$ cat config.mk
export PLATFORM = sky130hd
export DESIGN_NAME = fsp_top
export DESIGN_NICKNAME = d
export VERILOG_FILES = /design/src/fsp_pkg.sv /design/src/fsp_top.sv /design/src/fsp_delay_timer.sv
export SDC_FILE = /design/constraint.sdc
export NUM_CORES = 1
export LEC_CHECK = 0
export BUFFER_PORTS_ARGS = -buffer_cell sky130_fd_sc_hd__buf_2
export CAP_MARGIN = 10
export CELL_PAD_IN_SITES_DETAIL_PLACEMENT = 1
export CELL_PAD_IN_SITES_GLOBAL_PLACEMENT = 1
export CORE_MARGIN = 3
export CORE_UTILIZATION = 31
export CTS_BUF_LIST = sky130_fd_sc_hd__clkbuf_8
export CTS_CLUSTER_DIAMETER = 40
export DETAILED_ROUTE_END_ITERATION = 12
export PLACE_DENSITY_LB_ADDON = 0.05
export SYNTH_ARGS = -nofsm -noshare
export SYNTH_HDL_FRONTEND = slang
export SYNTH_SLANG_ARGS = --single-unit
$ cat constraint.sdc
create_clock -name clock_i -period 5.8 [get_ports clock_i]
set_input_delay 0.87 -clock clock_i [delete_from_list [all_inputs] [get_ports clock_i]]
set_output_delay 0.87 -clock clock_i [all_outputs]
set_load 0.02 [all_outputs]
$ cat src/fsp_pkg.sv
// Shared constants and types for the fault status and power-good block
package fsp_pkg;
    // Command codes served by this block
    localparam logic [7:0] CMD_STATUS_BLOCK = 8'hdb;
    localparam logic [7:0] CMD_PHASE_SUMMARY = 8'hdc;
    localparam logic [7:0] CMD_POWER_GOOD = 8'he3;
    // Phase selections that ask for the all-phase summary
    localparam logic [7:0] PHASE_SEL_ALL = 8'hff;
    localparam logic [7:0] PHASE_SEL_ALT_ALL = 8'h80;
    // Widths
    localparam int NUM_PHASES = 4;
    localparam int NUM_EVENTS = 8;
    localparam int WORD_W = 16;
    localparam int BYTE_W = 8;
    localparam int RDATA_W = 56;
    localparam int CNT_W = 16;
    // Field positions of the power-good configuration word
    localparam int PG_ASSERT_HI = 15;
    localparam int PG_ASSERT_LO = 12;
    localparam int PG_RELEASE_HI = 11;
    localparam int PG_RELEASE_LO = 8;
    localparam int PG_MASK_HI = 7;
    localparam int PG_MASK_LO = 0;
    // Invalid-command flag position in the communication status byte
    localparam int INVALID_CMD_BIT = 7;
    // Event and mask bit positions
    localparam int EV_OUT_OVERVOLT_FAULT = 7;
    localparam int EV_OUT_OVERVOLT_WARN = 6;
    localparam int EV_OUT_UNDERVOLT_FAULT = 5;
    localparam int EV_OUT_UNDERVOLT_WARN = 4;
    localparam int EV_OVERCURRENT_WARN = 3;
    localparam int EV_OVERCURRENT_FAULT = 2;
    localparam int EV_IN_OVERVOLT_WARN = 1;
    localparam int EV_IN_OVERVOLT_FAULT = 0;
    // Reset values and other fixed constants
    localparam logic [NUM_PHASES-1:0] PHASE_FLAGS_RESET = 4'h0;
    localparam logic [WORD_W-1:0] PG_CFG_RESET = 16'h0000;
    localparam logic [CNT_W-1:0] CNT_ZERO = 16'h0000;
    localparam logic [CNT_W-1:0] CNT_ONE = 16'h0001;
    localparam logic [3:0] DELAY_CODE_MIN = 4'h0;
    localparam logic [RDATA_W-1:0] RDATA_ZERO = 56'h0;
    localparam logic [RDATA_W-WORD_W-1:0] RDATA_PAD = 40'h0;
    localparam logic [WORD_W-NUM_PHASES-1:0] SUMMARY_PAD = 12'h000;
    // Power-good output state
    typedef enum logic {
        FSP_PG_LOW = 1'b0,
        FSP_PG_HIGH = 1'b1
    } fsp_pg_state_e;
    // Delay code to PWM clock count: 1 for code 0, else 2^N+1
    function automatic logic [CNT_W-1:0] fsp_delay_cycles(input logic [3:0] code);
        if (code == DELAY_CODE_MIN) begin
            return CNT_ONE;
        end
        return (CNT_ONE << code) + CNT_ONE;
    endfunction : fsp_delay_cycles
    // True when the phase selection asks for the summary word
    function automatic logic fsp_is_summary_sel(input logic [7:0] sel);
        return (sel == PHASE_SEL_ALL) || (sel == PHASE_SEL_ALT_ALL);
    endfunction : fsp_is_summary_sel
endpackage : fsp_pkg

$ cat src/fsp_top.sv
`timescale 1ns/1ps
module fsp_top
    import fsp_pkg::*;
(
    input wire logic clock_i,
    input wire logic rst_n_i,
    input wire logic cmd_valid_i,
    input wire logic cmd_write_i,
    input wire logic [7:0] cmd_code_i,
    input wire logic [WORD_W-1:0] cmd_wdata_i,
    output logic [RDATA_W-1:0] rdata_o,
    output logic rd_valid_o,
    input wire logic [7:0] phase_sel_i,
    input wire logic [NUM_PHASES-1:0] phase_enabled_i,
    input wire logic [NUM_PHASES-1:0] phase_fault_i,
    input wire logic [WORD_W-1:0] phase_detail_i,
    input wire logic [BYTE_W-1:0] status_mfr_i,
    input wire logic [BYTE_W-1:0] status_other_i,
    input wire logic [BYTE_W-1:0] status_cml_i,
    input wire logic [BYTE_W-1:0] status_temp_i,
    input wire logic [BYTE_W-1:0] status_input_i,
    input wire logic [BYTE_W-1:0] status_iout_i,
    input wire logic [BYTE_W-1:0] status_vout_i,
    input wire logic clear_faults_i,
    output logic status_byte_cml_o,
    output logic host_alert_o,
    input wire logic [WORD_W-1:0] nvm_pg_config_i,
    input wire logic [NUM_EVENTS-1:0] event_raw_i,
    input wire logic [NUM_EVENTS-1:0] event_continue_i,
    input wire logic conv_enabled_i,
    input wire logic ton_delay_i,
    input wire logic ton_rise_i,
    input wire logic toff_fall_i,
    input wire logic fault_shutdown_i,
    output logic power_good_out_o
);
    // Command strobes
    logic wr_stb;
    logic rd_stb;
    logic ro_write;
    // Invalid command flag and start-up load
    logic invalid_command_flag_r;
    logic load_pend_r;
    // Configuration and phase flags
    logic [WORD_W-1:0] power_good_config_r;
    logic [NUM_PHASES-1:0] phase_flags_r;
    logic [NUM_PHASES-1:0] phase_flags_nxt;
    logic [NUM_PHASES-1:0] phase_clr;
    // Readback
    logic [RDATA_W-1:0] rdata_r;
    logic [RDATA_W-1:0] rdata_nxt;
    logic rd_valid_r;
    logic [BYTE_W-1:0] cml_byte;
    // Event synchroniser stages
    logic [NUM_EVENTS-1:0] ev_meta_r;
    logic [NUM_EVENTS-1:0] ev_sync_r;
    // Power-good terms
    logic [NUM_EVENTS-1:0] mask_bits;
    logic [3:0] assert_code;
    logic [3:0] release_code;
    logic active;
    logic forced_low;
    logic assert_expired;
    logic release_expired;
    fsp_pg_state_e pg_r;
    fsp_pg_state_e pg_nxt;

    // Strobes for reads and writes
    assign wr_stb = cmd_valid_i && cmd_write_i;
    assign rd_stb = cmd_valid_i && !cmd_write_i;

    // Writes that hit a read-only command
    always_comb begin
        if (wr_stb && (cmd_code_i == CMD_STATUS_BLOCK)) begin
            ro_write = 1'b1;
        end else if (wr_stb && (cmd_code_i == CMD_POWER_GOOD) && conv_enabled_i) begin
            ro_write = 1'b1;
        end else begin
            ro_write = 1'b0;
        end
    end

    // Invalid-command flag, set wins over clear
    always_ff @(posedge clock_i) begin
        if (!rst_n_i) begin
            invalid_command_flag_r <= 1'b0;
        end else if (ro_write) begin
            invalid_command_flag_r <= 1'b1;
        end else if (clear_faults_i) begin
            invalid_command_flag_r <= 1'b0;
        end
    end

    // Communication status byte with the flag in its top bit
    assign cml_byte = {invalid_command_flag_r, status_cml_i[INVALID_CMD_BIT-1:0]};

    // Summary bit and host alert, registered
    always_ff @(posedge clock_i) begin
        if (!rst_n_i) begin
            status_byte_cml_o <= 1'b0;
            host_alert_o <= 1'b0;
        end else begin
            status_byte_cml_o <= |cml_byte;
            host_alert_o <= invalid_command_flag_r;
        end
    end

    // Start-up load pending for one cycle after reset
    always_ff @(posedge clock_i) begin
        if (!rst_n_i) begin
            load_pend_r <= 1'b1;
        end else begin
            load_pend_r <= 1'b0;
        end
    end

    // Power-good configuration: start-up load, then guarded writes
    always_ff @(posedge clock_i) begin
        if (!rst_n_i) begin
            power_good_config_r <= PG_CFG_RESET;
        end else if (load_pend_r) begin
            power_good_config_r <= nvm_pg_config_i;
        end else if (wr_stb && (cmd_code_i == CMD_POWER_GOOD) && !conv_enabled_i) begin
            power_good_config_r <= cmd_wdata_i;
        end
    end

    // Write-one-to-clear of phase flags in summary mode
    always_comb begin
        phase_clr = PHASE_FLAGS_RESET;
        if (wr_stb && (cmd_code_i == CMD_PHASE_SUMMARY)) begin
            if (fsp_is_summary_sel(phase_sel_i)) begin
                phase_clr = cmd_wdata_i[NUM_PHASES-1:0];
            end
        end
    end

    // Per-phase sticky flags, set wins over clear
    for (genvar p = 0; p < NUM_PHASES; p++) begin : g_phase
        always_comb begin
            if (phase_fault_i[p] && phase_enabled_i[p]) begin
                phase_flags_nxt[p] = 1'b1;
            end else if (phase_clr[p] || clear_faults_i) begin
                phase_flags_nxt[p] = 1'b0;
            end else begin
                phase_flags_nxt[p] = phase_flags_r[p];
            end
        end
    end

    // Phase flag register, untouched by status block writes
    always_ff @(posedge clock_i) begin
        if (!rst_n_i) begin
            phase_flags_r <= PHASE_FLAGS_RESET;
        end else begin
            phase_flags_r <= phase_flags_nxt;
        end
    end

    // Read data selection
    always_comb begin
        if (cmd_code_i == CMD_STATUS_BLOCK) begin
            rdata_nxt = {status_mfr_i, status_other_i, cml_byte, status_temp_i,
                         status_input_i, status_iout_i, status_vout_i};
        end else if ((cmd_code_i == CMD_PHASE_SUMMARY) && fsp_is_summary_sel(phase_sel_i)) begin
            rdata_nxt = {RDATA_PAD, SUMMARY_PAD, phase_flags_r & phase_enabled_i};
        end else if (cmd_code_i == CMD_PHASE_SUMMARY) begin
            rdata_nxt = {RDATA_PAD, phase_detail_i};
        end else if (cmd_code_i == CMD_POWER_GOOD) begin
            rdata_nxt = {RDATA_PAD, power_good_config_r};
        end else begin
            rdata_nxt = RDATA_ZERO;
        end
    end

    // Read data and valid registers, one cycle after the request
    always_ff @(posedge clock_i) begin
        if (!rst_n_i) begin
            rdata_r <= RDATA_ZERO;
            rd_valid_r <= 1'b0;
        end else begin
            rd_valid_r <= rd_stb;
            if (rd_stb) begin
                rdata_r <= rdata_nxt;
            end
        end
    end
    assign rdata_o = rdata_r;
    assign rd_valid_o = rd_valid_r;

    // Two-stage synchroniser for detector events
    always_ff @(posedge clock_i) begin
        if (!rst_n_i) begin
            ev_meta_r <= '0;
            ev_sync_r <= '0;
        end else begin
            ev_meta_r <= event_raw_i;
            ev_sync_r <= ev_meta_r;
        end
    end

    // Configuration fields
    assign mask_bits = power_good_config_r[PG_MASK_HI:PG_MASK_LO];
    assign assert_code = power_good_config_r[PG_ASSERT_HI:PG_ASSERT_LO];
    assign release_code = power_good_config_r[PG_RELEASE_HI:PG_RELEASE_LO];

    // Unmasked events that do not keep running
    assign active = |(ev_sync_r & ~mask_bits & ~event_continue_i);

    // Sequencing states that force power-good low
    assign forced_low = !conv_enabled_i || ton_delay_i || ton_rise_i
                        || toff_fall_i || fault_shutdown_i;

    // Assert-side timer
    fsp_delay_timer u_assert_timer (
        .clock_i(clock_i),
        .rst_n_i(rst_n_i),
        .run_i(active),
        .code_i(assert_code),
        .expired_o(assert_expired)
    );

    // Release-side timer
    fsp_delay_timer u_release_timer (
        .clock_i(clock_i),
        .rst_n_i(rst_n_i),
        .run_i(!active && !forced_low),
        .code_i(release_code),
        .expired_o(release_expired)
    );

    // Power-good next state
    always_comb begin
        case (pg_r)
            FSP_PG_HIGH: begin
                if (forced_low) begin
                    pg_nxt = FSP_PG_LOW;
                end else if (assert_expired) begin
                    pg_nxt = FSP_PG_LOW;
                end else begin
                    pg_nxt = FSP_PG_HIGH;
                end
            end
            default: begin
                if (!forced_low && !assert_expired && release_expired) begin
                    pg_nxt = FSP_PG_HIGH;
                end else begin
                    pg_nxt = FSP_PG_LOW;
                end
            end
        endcase
    end

    // Power-good register
    always_ff @(posedge clock_i) begin
        if (!rst_n_i) begin
            pg_r <= FSP_PG_LOW;
        end else begin
            pg_r <= pg_nxt;
        end
    end
    assign power_good_out_o = pg_r;
endmodule : fsp_top

$ cat src/fsp_delay_timer.sv
`timescale 1ns/1ps
// Saturating delay counter, one instance per timed condition
module fsp_delay_timer
    import fsp_pkg::*;
(
    input wire logic clock_i,
    input wire logic rst_n_i,
    input wire logic run_i,
    input wire logic [3:0] code_i,
    output logic expired_o
);
    // Count held cycles and the programmed target
    logic [CNT_W-1:0] cnt_r;
    logic [CNT_W-1:0] cnt_nxt;
    logic [CNT_W-1:0] target;

    // Target from the delay code
    assign target = fsp_delay_cycles(code_i);

    // Next count: restart on loss, hold once reached
    always_comb begin
        if (!run_i) begin
            cnt_nxt = CNT_ZERO;
        end else if (cnt_r >= target) begin
            cnt_nxt = cnt_r;
        end else begin
            cnt_nxt = cnt_r + CNT_ONE;
        end
    end

    // Counter register, one step per PWM clock
    always_ff @(posedge clock_i) begin
        if (!rst_n_i) begin
            cnt_r <= CNT_ZERO;
        end else begin
            cnt_r <= cnt_nxt;
        end
    end

    // Expired while the condition has held for the target
    assign expired_o = run_i && (cnt_r >= target);
endmodule : fsp_delay_timer

==> results of run 1 <==
metal layers:
layer	wire, um	vias to the layer above
met5	21	-
met4	299	4
met3	1740	22
met2	10600	177
met1	9350	2980
li1	-	2977
worst register-to-register path: cells and delay by family (launching register included):
kind | cells | cell delay, ns
AND/OR/NAND/NOR | 4 | 1.53
AO/OA/AOI/OAI | 4 | 1.27
flip-flops | 1 | 0.55
adder cells (fa/ha/maj) | 1 | 0.33
state kept, by name, indices dropped and copies added, names as in the netlist, 4 cells and up:
name,cells
phase_flags_r,4
ev_meta_r,8
rdata_o,56
u_assert_timer.cnt_r,16
u_release_timer.cnt_r,16
ev_sync_r,8
power_good_config_r,16
metrics by stage:
step | power, mW | utilization, %
CTS | 1.97 | 40.5
global route | 2.03 | 40.5
global placement | 1.17 | 38.5
detailed placement | 1.18 | 38.5
finish | 1.94 | 40.5
floorplan | 1.07 | -
cell families (layout without fill, tap and decap cells):
logic type	count (synthesis)	count (layout)	synth area share (%)
buffers and inverters	57	263	3.58
AO/OA/AOI/OAI	152	152	15.9
adder cells (fa/ha/maj)	36	36	7.08
multiplexers	35	35	5.82
AND/OR/NAND/NOR	285	285	22.8
XOR/XNOR	28	28	3.85
flip-flops	130	130	40.9
other	1	4	0.0589
area by class of cell:
class | instances | area [sq um]
Clock buffer | 18 | 248
Antenna cell | 2 | 5.00
Clock inverter | 14 | 144
Fill cell | 2428 | 11800
Inverter | 13 | 48.8
Tap cell | 265 | 332
Multi-Input combinational cell | 538 | 3550
Sequential cell | 130 | 2600
Timing Repair Buffer | 218 | 1110
how the worst min path moves through the flow:
stage / start / to
floorplan: ev_meta_r[0]$_SDFF_PN0_ / ev_sync_r[0]$_SDFF_PN0_
global placement: ev_meta_r[1]$_SDFF_PN0_ / ev_sync_r[1]$_SDFF_PN0_
detailed placement: ev_meta_r[5]$_SDFF_PN0_ / ev_sync_r[5]$_SDFF_PN0_
CTS: ev_meta_r[5]$_SDFF_PN0_ / ev_sync_r[5]$_SDFF_PN0_
global route: ev_meta_r[3]$_SDFF_PN0_ / ev_sync_r[3]$_SDFF_PN0_
finish: ev_meta_r[5]$_SDFF_PN0_ / ev_sync_r[5]$_SDFF_PN0_
cells in the final DEF (no fill, tap or decap), types with 3 or more instances in the layout:
cell,netlist,routed
nor3_1,4,4
nor3b_1,4,4
ha_1,36,36
nand3_1,26,26
o21ai_0,31,31
a31oi_1,5,5
clkinv_4,0,4
o221ai_1,4,4
nor4_4,2,3
nand4_1,20,20
nand2b_1,9,8
mux2_2,6,6
a22oi_1,56,56
a21oi_1,37,37
dfxtp_1,130,130
or4_1,3,3
and2_1,24,25
nor4_1,6,6
mux2i_1,19,19
xor2_1,26,26
mux2_1,10,10
nor2_1,115,115
buf_4,0,6
and3_1,10,10
nor2b_1,11,10
buf_2,5,212
and4_1,4,4
nand2_1,38,38
inv_1,13,12
a211o_1,4,4
inv_6,0,5
clkbuf_8,0,18
power breakdown:
group / leakage, nW / total (mW) / switching [mW] / internal [mW]
Clock: 0.199 / 0.787 / 0.422 / 0.364
Sequential: 1.06 / 0.937 / 0.0237 / 0.914
Combinational: 2.29 / 0.216 / 0.124 / 0.0926
==> impl_metrics.yaml, run 1 <==
status:
  status: "completed"
critical_path:
  path_common_cell: "a21oi_1"
  reg2reg_depth: 9
  end_kind: "register"
  worstSetupPathType: "register to register"
  cpMaxStageDelayCell: "a21oi_1"
  rrSetupSlack_ns: 2.03
  path_cells: "nor2b_1 -> nand3_1 -> ha_1 -> a21oi_1 -> o21ai_0 -> a21oi_1 -> nand2_1 -> or4_1 -> a21oi_1"
  r2r_start: "power_good_config_r[12]$_SDFFE_PN0P_"
  slowest_delay_ns: 0.88
  path_buf_inv: 0
  cp-endpoint: "u_assert_timer.cnt_r[14]$_SDFFE_PN0N_"
  critPathLaunch: "power_good_config_r[12]$_SDFFE_PN0P_"
  cp.required_ns: 6.17
  worstPathMaxFanout: 14
  path_depth: 9
  arrival_ns: 4.13
  startpoint_type: "register"
  crit_family: "simple AND/OR/NAND/NOR gates"
  r2r-end: "u_assert_timer.cnt_r[14]$_SDFFE_PN0N_"
clocking:
  clk_latency_ns: 0.45
  cts_resized: 0
  htree_levels: 4
  hold_buffers: 0
  cts_num_sinks: 130
  clkTransAtPathRegs_ns: 0.08
  cts_tree: "done"
  root_buffer: "clkbuf_8"
  cts_made_buffers: 17
  clockBufferDepth: 2
  cts_setup_buffers: 0
logic_synthesis:
  ys.flop_type: "dfxtp_1"
  synth_edf_count: 0
  synthTopCellsByArea: "dfxtp_1, ha_1, nor2_1"
  synthArstFlopShare_pct: 0
  yosysMostFrequentCell: "dfxtp_1"
  ys_seq_area_share_pct: 40.9
  synth_seq_cells: 130
  synth_cells: 724
  synthesis.area_sq_um: 6370
  yosysTopAreaCell: "dfxtp_1"
  syn_avg_cell_area_sq_um: 8.79
  synth_top_area_share_pct: 40.9
  synth_commonest_cells: "dfxtp_1, nor2_1, a22oi_1"
  synth_cell_type_count: 54
  synth_warnings: 0
placed_design:
  placed_area_sq_um: 7640
  placed_cells: 1164
  dpl.hpwl_mm: 16.6
  numPortBuffers: 212
  pre_cts_slack_ns: 2.05
  gp_congestion: 0.811
floorplan:
  std_cell_rows: 51
  die_x_um: 149
  core_sq_um: 19800
  pin_count: 214
  die_h_um: 149
  die_area_sq_um: 22300
  initial_utilization_pct: 32.1
flow_run:
  cap_violations: 0
cells_and_area:
  synthToLayoutAreaGrowth_pct: 26.3
  drive_above_1_share_pct: 29.2
  final_area_sq_um: 8040
  nNetsFinal: 1108
  final-instance-count-excl-fill: 1198
sta:
  period_minus_slack_ns: 3.77
  relSlewSlack_pct: 18.7
  worst_slack_ns: 2.03
  rsz0062_at_grt: "no"
  worst_hold_slack_ns: 0.438
  fmax_mhz: 266
  hold_violations: 0
  clock_skew_ns: 0.0132
  maxSlewViolCount: 0
  finalSetupViolations: 0
  finalCritPeriodShare_pct: 64.9
  tightest_slew_ns: 1.22
  fin_tns_setup_ns: 0
hold_path:
  min_path_type: "register to register"
  hold_depth: 1
routing:
  wl_mm: 22.1
  drt-pass1-iter-count: 4
  drc: 0
  vias: 6160
  wl_per_cell_um: 18.4
  via_per_inst: 5.14
  drtAntennaViolNets: 0
  drt_iter0_markers: 224
grt:
  antenna_found_initial: 4
  grt_pass1_vias: 6498
  met3_usage_pct: 6.90
  grt_max_degree: 77
  grtUsageMet1_pct: 23.9
  track_usage_pct: 19.7
  grt_pass1_wl_mm: 34.3
  gr-usage-met2_pct: 33.2
  busiest_layer: "met2"
  grt.overflow.total: 0
power:
  ir_drop_mv: 0.119
  power_per_cell_area_nw_per_um2: 241
  p_leak_nw: 3.54
(Power assumes the default switching activity.)
==> run 2: changes to the inputs <==
clock period = 3.2 ns   (was 5.8 ns; I/O delays follow)
==> run 2 against run 1 <==
Largest power group unchanged. Hold slack got worse by 0.21 ns. Via count increased by 1.4%. Sequential share of layout area decreased by 0.44 points.
==> impl_metrics.yaml, run 2 (synthesis results as in run 1) <==
status:
  status: "completed"
placed_design:
  gp_congestion: 0.865
  placed_cells: 1180
  numPortBuffers: 212
  placed_area_sq_um: 7760
  dpl.hpwl_mm: 17.6
floorplan:
  initial_utilization_pct: 32.1
  pin_count: 214
  die_h_um: 149
  std_cell_rows: 51
  core_sq_um: 19800
  die_x_um: 149
  die_area_sq_um: 22300
grt:
  grt_pass1_wl_mm: 36.2
  grt_pass1_vias: 6858
  grt.overflow.total: 0
  antenna_found_initial: 6
  track_usage_pct: 20.7
  grt_max_degree: 77
cells_and_area:
  seq_area_sq_um: 2610
  final-instance-count-excl-fill: 1214
  drive_above_1_share_pct: 30.8
  fin_util_pct: 41.1
  final_common_cell: "buf_2"
  synthToLayoutAreaGrowth_pct: 28.1
  final_area_sq_um: 8160
  multi_input_area_sq_um: 3570
  final_cell_mix: "buf_2, dfxtp_1, nor2_1"
  fill_cells: 2413
  nNetsFinal: 1124
  largest_reg_flops: 56
routing:
  drc: 0
  wl_met2_mm: 11.5
  drt-met1-wl_mm: 9.46
  drt_iter0_markers: 235
  drtAntennaViolNets: 0
  wl_met3_mm: 1.48
  vias: 6247
  top_layer_used: "met5"
  via_per_inst: 5.15
  wl_per_cell_um: 18.7
  wl_mm: 22.8
  drt-pass1-iter-count: 4
clocking:
  root_buffer: "clkbuf_8"
  clkTransAtPathRegs_ns: 0.10
  cts_tree: "done"
  cts_made_buffers: 17
  clockBufferDepth: 2
  cts_num_sinks: 130
  htree_levels: 4
  clk_latency_ns: 0.45
sta:
  tightest_slew_ns: 1.18
  hold_violations: 0
  rsz0062_at_grt: "no"
  fin_tns_setup_ns: 0
  finalCritPeriodShare_pct: 94.1
  maxSlewViolCount: 0
  clock_skew_ns: 0.0178
  fmax_mhz: 332
  relSlewSlack_pct: 21.0
  finalSetupViolations: 0
  period_minus_slack_ns: 3.01
critical_path:
  worstSetupPathType: "register to register"
  r2r-end: "power_good_out_o$_SDFF_PN0_"
  startpoint_type: "register"
  slowest_delay_ns: 0.53
  rrSetupSlack_ns: 0.19
  end_kind: "register"
  worstPathMaxFanout: 8
  cpMaxStageDelayCell: "or4_1"
  path_cells: "buf_4 -> nor2b_1 -> nand3_1 -> ha_1 -> nand4_1 -> or4_1 -> o32a_2 -> nand2_1 -> buf_4 -> nand2_1 -> a31o_2"
  critPathLaunch: "power_good_config_r[14]$_SDFFE_PN0P_"
  reg2reg_depth: 11
  cp.required_ns: 3.55
  r2r_start: "power_good_config_r[14]$_SDFFE_PN0P_"
  arrival_ns: 3.36
  cp-endpoint: "power_good_out_o$_SDFF_PN0_"
power:
  ir_drop_mv: 0.233
  power_per_cell_area_nw_per_um2: 428
  finalPower_mw: 3.49
  p_leak_nw: 3.61
hold_path:
  min_path_type: "primary input to register"
flow_run:
  cap_violations: 0
==> run 2: report_power, final <==
| part | leakage, nW | total [mW] | switching, mW | internal, mW |
|---|---|---|---|---|
| Combinational | 2.37 | 0.431 | 0.236 | 0.194 |
| Clock | 0.180 | 1.36 | 0.786 | 0.573 |
| Sequential | 1.06 | 1.70 | 0.0419 | 1.66 |
| Total | 3.61 | 3.49 | 1.06 | 2.42 |
==> run 2: final cells by class <==
type                       count  share of cell area [%]
tap                          265                    4.06
timing repair buffer         234                    15.0
sequential                   130                    31.9
clock buffer                  17                    2.87
inverter                      13                   0.598
clock inverter                15                    1.73
multi-input combinational    538                    43.7
antenna                        2                  0.0613
==> run 2: routing by layer <==
metal,vias up,GRT usage [%]
met4,8,5.40
li1,3014,-
met1,3042,24.4
met2,159,36.5
met3,24,6.47
met5,-,0
==> run 2: what timing repair did <==
| action | 4_1_cts | 5_1_grt |
|---|---|---|
| hold buffers | 0 | 0 |
| hold endpoints to repair | 0 | 0 |
| setup buffers | 0 | 0 |
| endpoints found under the setup margin | 0 | 6 |
| resized for setup | 0 | 5 |
==> run 2: worst max-delay path: cells and delay by family (launching register included) <==
kind	cells	cell delay [ns]
buffers and inverters	2	0.34
AND/OR/NAND/NOR	6	1.24
AO/OA/AOI/OAI	2	0.60
flip-flops	1	0.39
adder cells (fa/ha/maj)	1	0.34
==> run 2: worst min path at each step <==
stage	cells past startpoint	endpoint	start
6_report	2	ev_meta_r[2]$_SDFF_PN0_	event_raw_i[2]
5_1_grt	2	ev_meta_r[3]$_SDFF_PN0_	event_raw_i[3]
4_1_cts	2	ev_meta_r[3]$_SDFF_PN0_	event_raw_i[3]
3_5_place_dp	1	ev_sync_r[4]$_SDFF_PN0_	ev_meta_r[4]$_SDFF_PN0_
3_3_place_gp	1	ev_sync_r[1]$_SDFF_PN0_	ev_meta_r[1]$_SDFF_PN0_
2_1_floorplan	1	ev_sync_r[0]$_SDFF_PN0_	ev_meta_r[0]$_SDFF_PN0_
==> run 2: metrics by stage <==
stage / hold slack [ns] / worst slack, ns
after detailed placement: 0.425 / 0.128
after CTS: 0.199 / 0.0720
after global routing: 0.205 / 0.00429
after global placement: 0.414 / 0.171
final: 0.227 / 0.189
after floorplan: 0.412 / 0.329
==> run 3: changes to the inputs <==
CTS_CLUSTER_SIZE = 16   (was default)
MAX_ROUTING_LAYER = met4   (was default)
clock period = 3.16 ns   (was 3.2 ns; I/O delays follow)
==> run 3 against run 2 <==
Sequential cell count is the same. Critical path depth shrank 1. Clock power grew 11%. Cell area grew 0.77%. Die area is the same. Sequential power is essentially flat. Hold slack is essentially flat. Critical path type unchanged. Highest routed layer is now met4. Utilization grew 0.32 points.
==> impl_metrics.yaml, run 3 (synthesis results as in run 1) <==
clocking:
  htree_levels: 4
  cts_tree: "done"
  clockBufferDepth: 2
  cts_setup_buffers: 0
  cts_num_sinks: 130
  cts_made_buffers: 17
  root_buffer: "clkbuf_8"
  clkTransAtPathRegs_ns: 0.09
  clk_latency_ns: 0.45
critical_path:
  cpMaxStageDelayCell: "or4_1"
  path_common_cell: "nand2_1"
  path_cells: "nor2b_1 -> nand3_1 -> ha_1 -> nand4_1 -> or4_1 -> o32a_2 -> nand2_1 -> buf_4 -> nand2_1 -> a31o_2"
  startpoint_type: "register"
  critPathLaunch: "power_good_config_r[13]$_SDFFE_PN0P_"
  cp.required_ns: 3.51
  arrival_ns: 3.35
  end_kind: "register"
  slowest_delay_ns: 0.53
  worstSetupPathType: "register to register"
  worstPathMaxFanout: 6
  crit_family: "simple AND/OR/NAND/NOR gates"
  r2r_start: "power_good_config_r[13]$_SDFFE_PN0P_"
  path_buf_inv: 1
routing:
  vias: 6241
  drc: 0
  drtAntennaViolNets: 0
  drt_iter0_markers: 210
  wl_per_cell_um: 18.4
  wl_mm: 22.4
  via_per_inst: 5.12
  drt-pass1-iter-count: 4
sta:
  maxSlewViolCount: 0
  clock_skew_ns: 0.0131
  relSlewSlack_pct: 22.8
  worst_hold_slack_ns: 0.227
  finalCritPeriodShare_pct: 94.8
  fin_tns_setup_ns: 0
  rsz0062_at_grt: "yes"
  period_minus_slack_ns: 3.00
  worst_slack_ns: 0.163
  hold_violations: 0
  fmax_mhz: 334
  finalSetupViolations: 0
  tightest_slew_ns: 1.16
floorplan:
  die_h_um: 149
  pin_count: 214
  initial_utilization_pct: 32.1
  die_area_sq_um: 22300
  std_cell_rows: 51
  core_sq_um: 19800
  die_x_um: 149
flow_run:
  cap_violations: 0
grt:
  grt_max_degree: 77
  grt_pass1_vias: 6798
  antenna_found_initial: 3
  grt_pass1_wl_mm: 35.4
  track_usage_pct: 20.8
  grt.overflow.total: 0
power:
  p_leak_nw: 3.66
  ir_drop_mv: 0.202
  power_per_cell_area_nw_per_um2: 445
placed_design:
  dpl.hpwl_mm: 17.3
  numPortBuffers: 212
  pre_cts_slack_ns: 0.160
  placed_cells: 1183
  gp_congestion: 0.849
status:
  status: "completed"
cells_and_area:
  fin_util_pct: 41.4
  nNetsFinal: 1127
  largest_reg_flops: 56
  final_cell_mix: "buf_2, dfxtp_1, nor2_1"
  multi_input_area_sq_um: 3560
  fill_cells: 2410
  final_common_cell: "buf_2"
  synthToLayoutAreaGrowth_pct: 29.1
  drive_above_1_share_pct: 31.1
  final-instance-count-excl-fill: 1218
  seq_area_sq_um: 2610
hold_path:
  min_from: "event_raw_i[2]"
  min_path_type: "primary input to register"
run 3: cell types whose count changed in the layout (fill, tap and decap cells not counted), sizes merged:
| cell | before | now |
|---|---|---|
| buf | 234 | 237 |
| bufinv | 0 | 1 |
| clkinv | 1 | 2 |
| clkinvlp | 4 | 0 |
| diode | 2 | 3 |
| inv | 23 | 25 |
run 3: report_power, final:
part,total (mW),internal (mW),leakage (nW),switching [mW]
sequential,1.72,1.68,1.06,0.0410
clock,1.51,0.681,0.214,0.828
combinational,0.433,0.197,2.38,0.236
total,3.66,2.56,3.66,1.11
run 3: timing repair:
item	CTS	global route
hold buffers	0	0
setup endpoints to repair	0	15
gates resized for setup	0	5
run 3: final cells by class:
type | instances | share of cell area [%]
antenna | 3 | 0.0913
clock buffer | 17 | 2.85
clock inverter | 15 | 2.22
inverter | 13 | 0.594
multi-input combinational | 538 | 43.3
sequential | 130 | 31.7
tap | 265 | 4.03
timing repair buffer | 237 | 15.2
run 3: path summary, 6_finish.rpt:
check / to / slack (ns) / cells after the start
worst min register to register: ev_sync_r[3]$_SDFF_PN0_ / 0.44 / 1
worst max register to register: power_good_out_o$_SDFF_PN0_ / 0.16 / 10
worst min-delay path: ev_meta_r[2]$_SDFF_PN0_ / 0.23 / 2
worst max-delay path: power_good_out_o$_SDFF_PN0_ / 0.16 / 10
run 3: routing by layer:
layer  GRT usage (%)  vias to the layer above  part of all wire (%)
met3            5.83                       20                   6.0
met2            34.8                      166                    49
met1            24.6                     3043                    43
met4            5.81                        0                   1.4
li1                -                     3012                     -
met5               -                        -                     0
run 3: metrics by stage:
stage          instance area [sq um]  power [mW]
2_1_floorplan                   6370        1.97
3_3_place_gp                    7780        2.17
3_5_place_dp                    7780        2.19
4_1_cts                         8200        3.72
5_1_grt                         8220        3.84
6_report                        8220        3.66
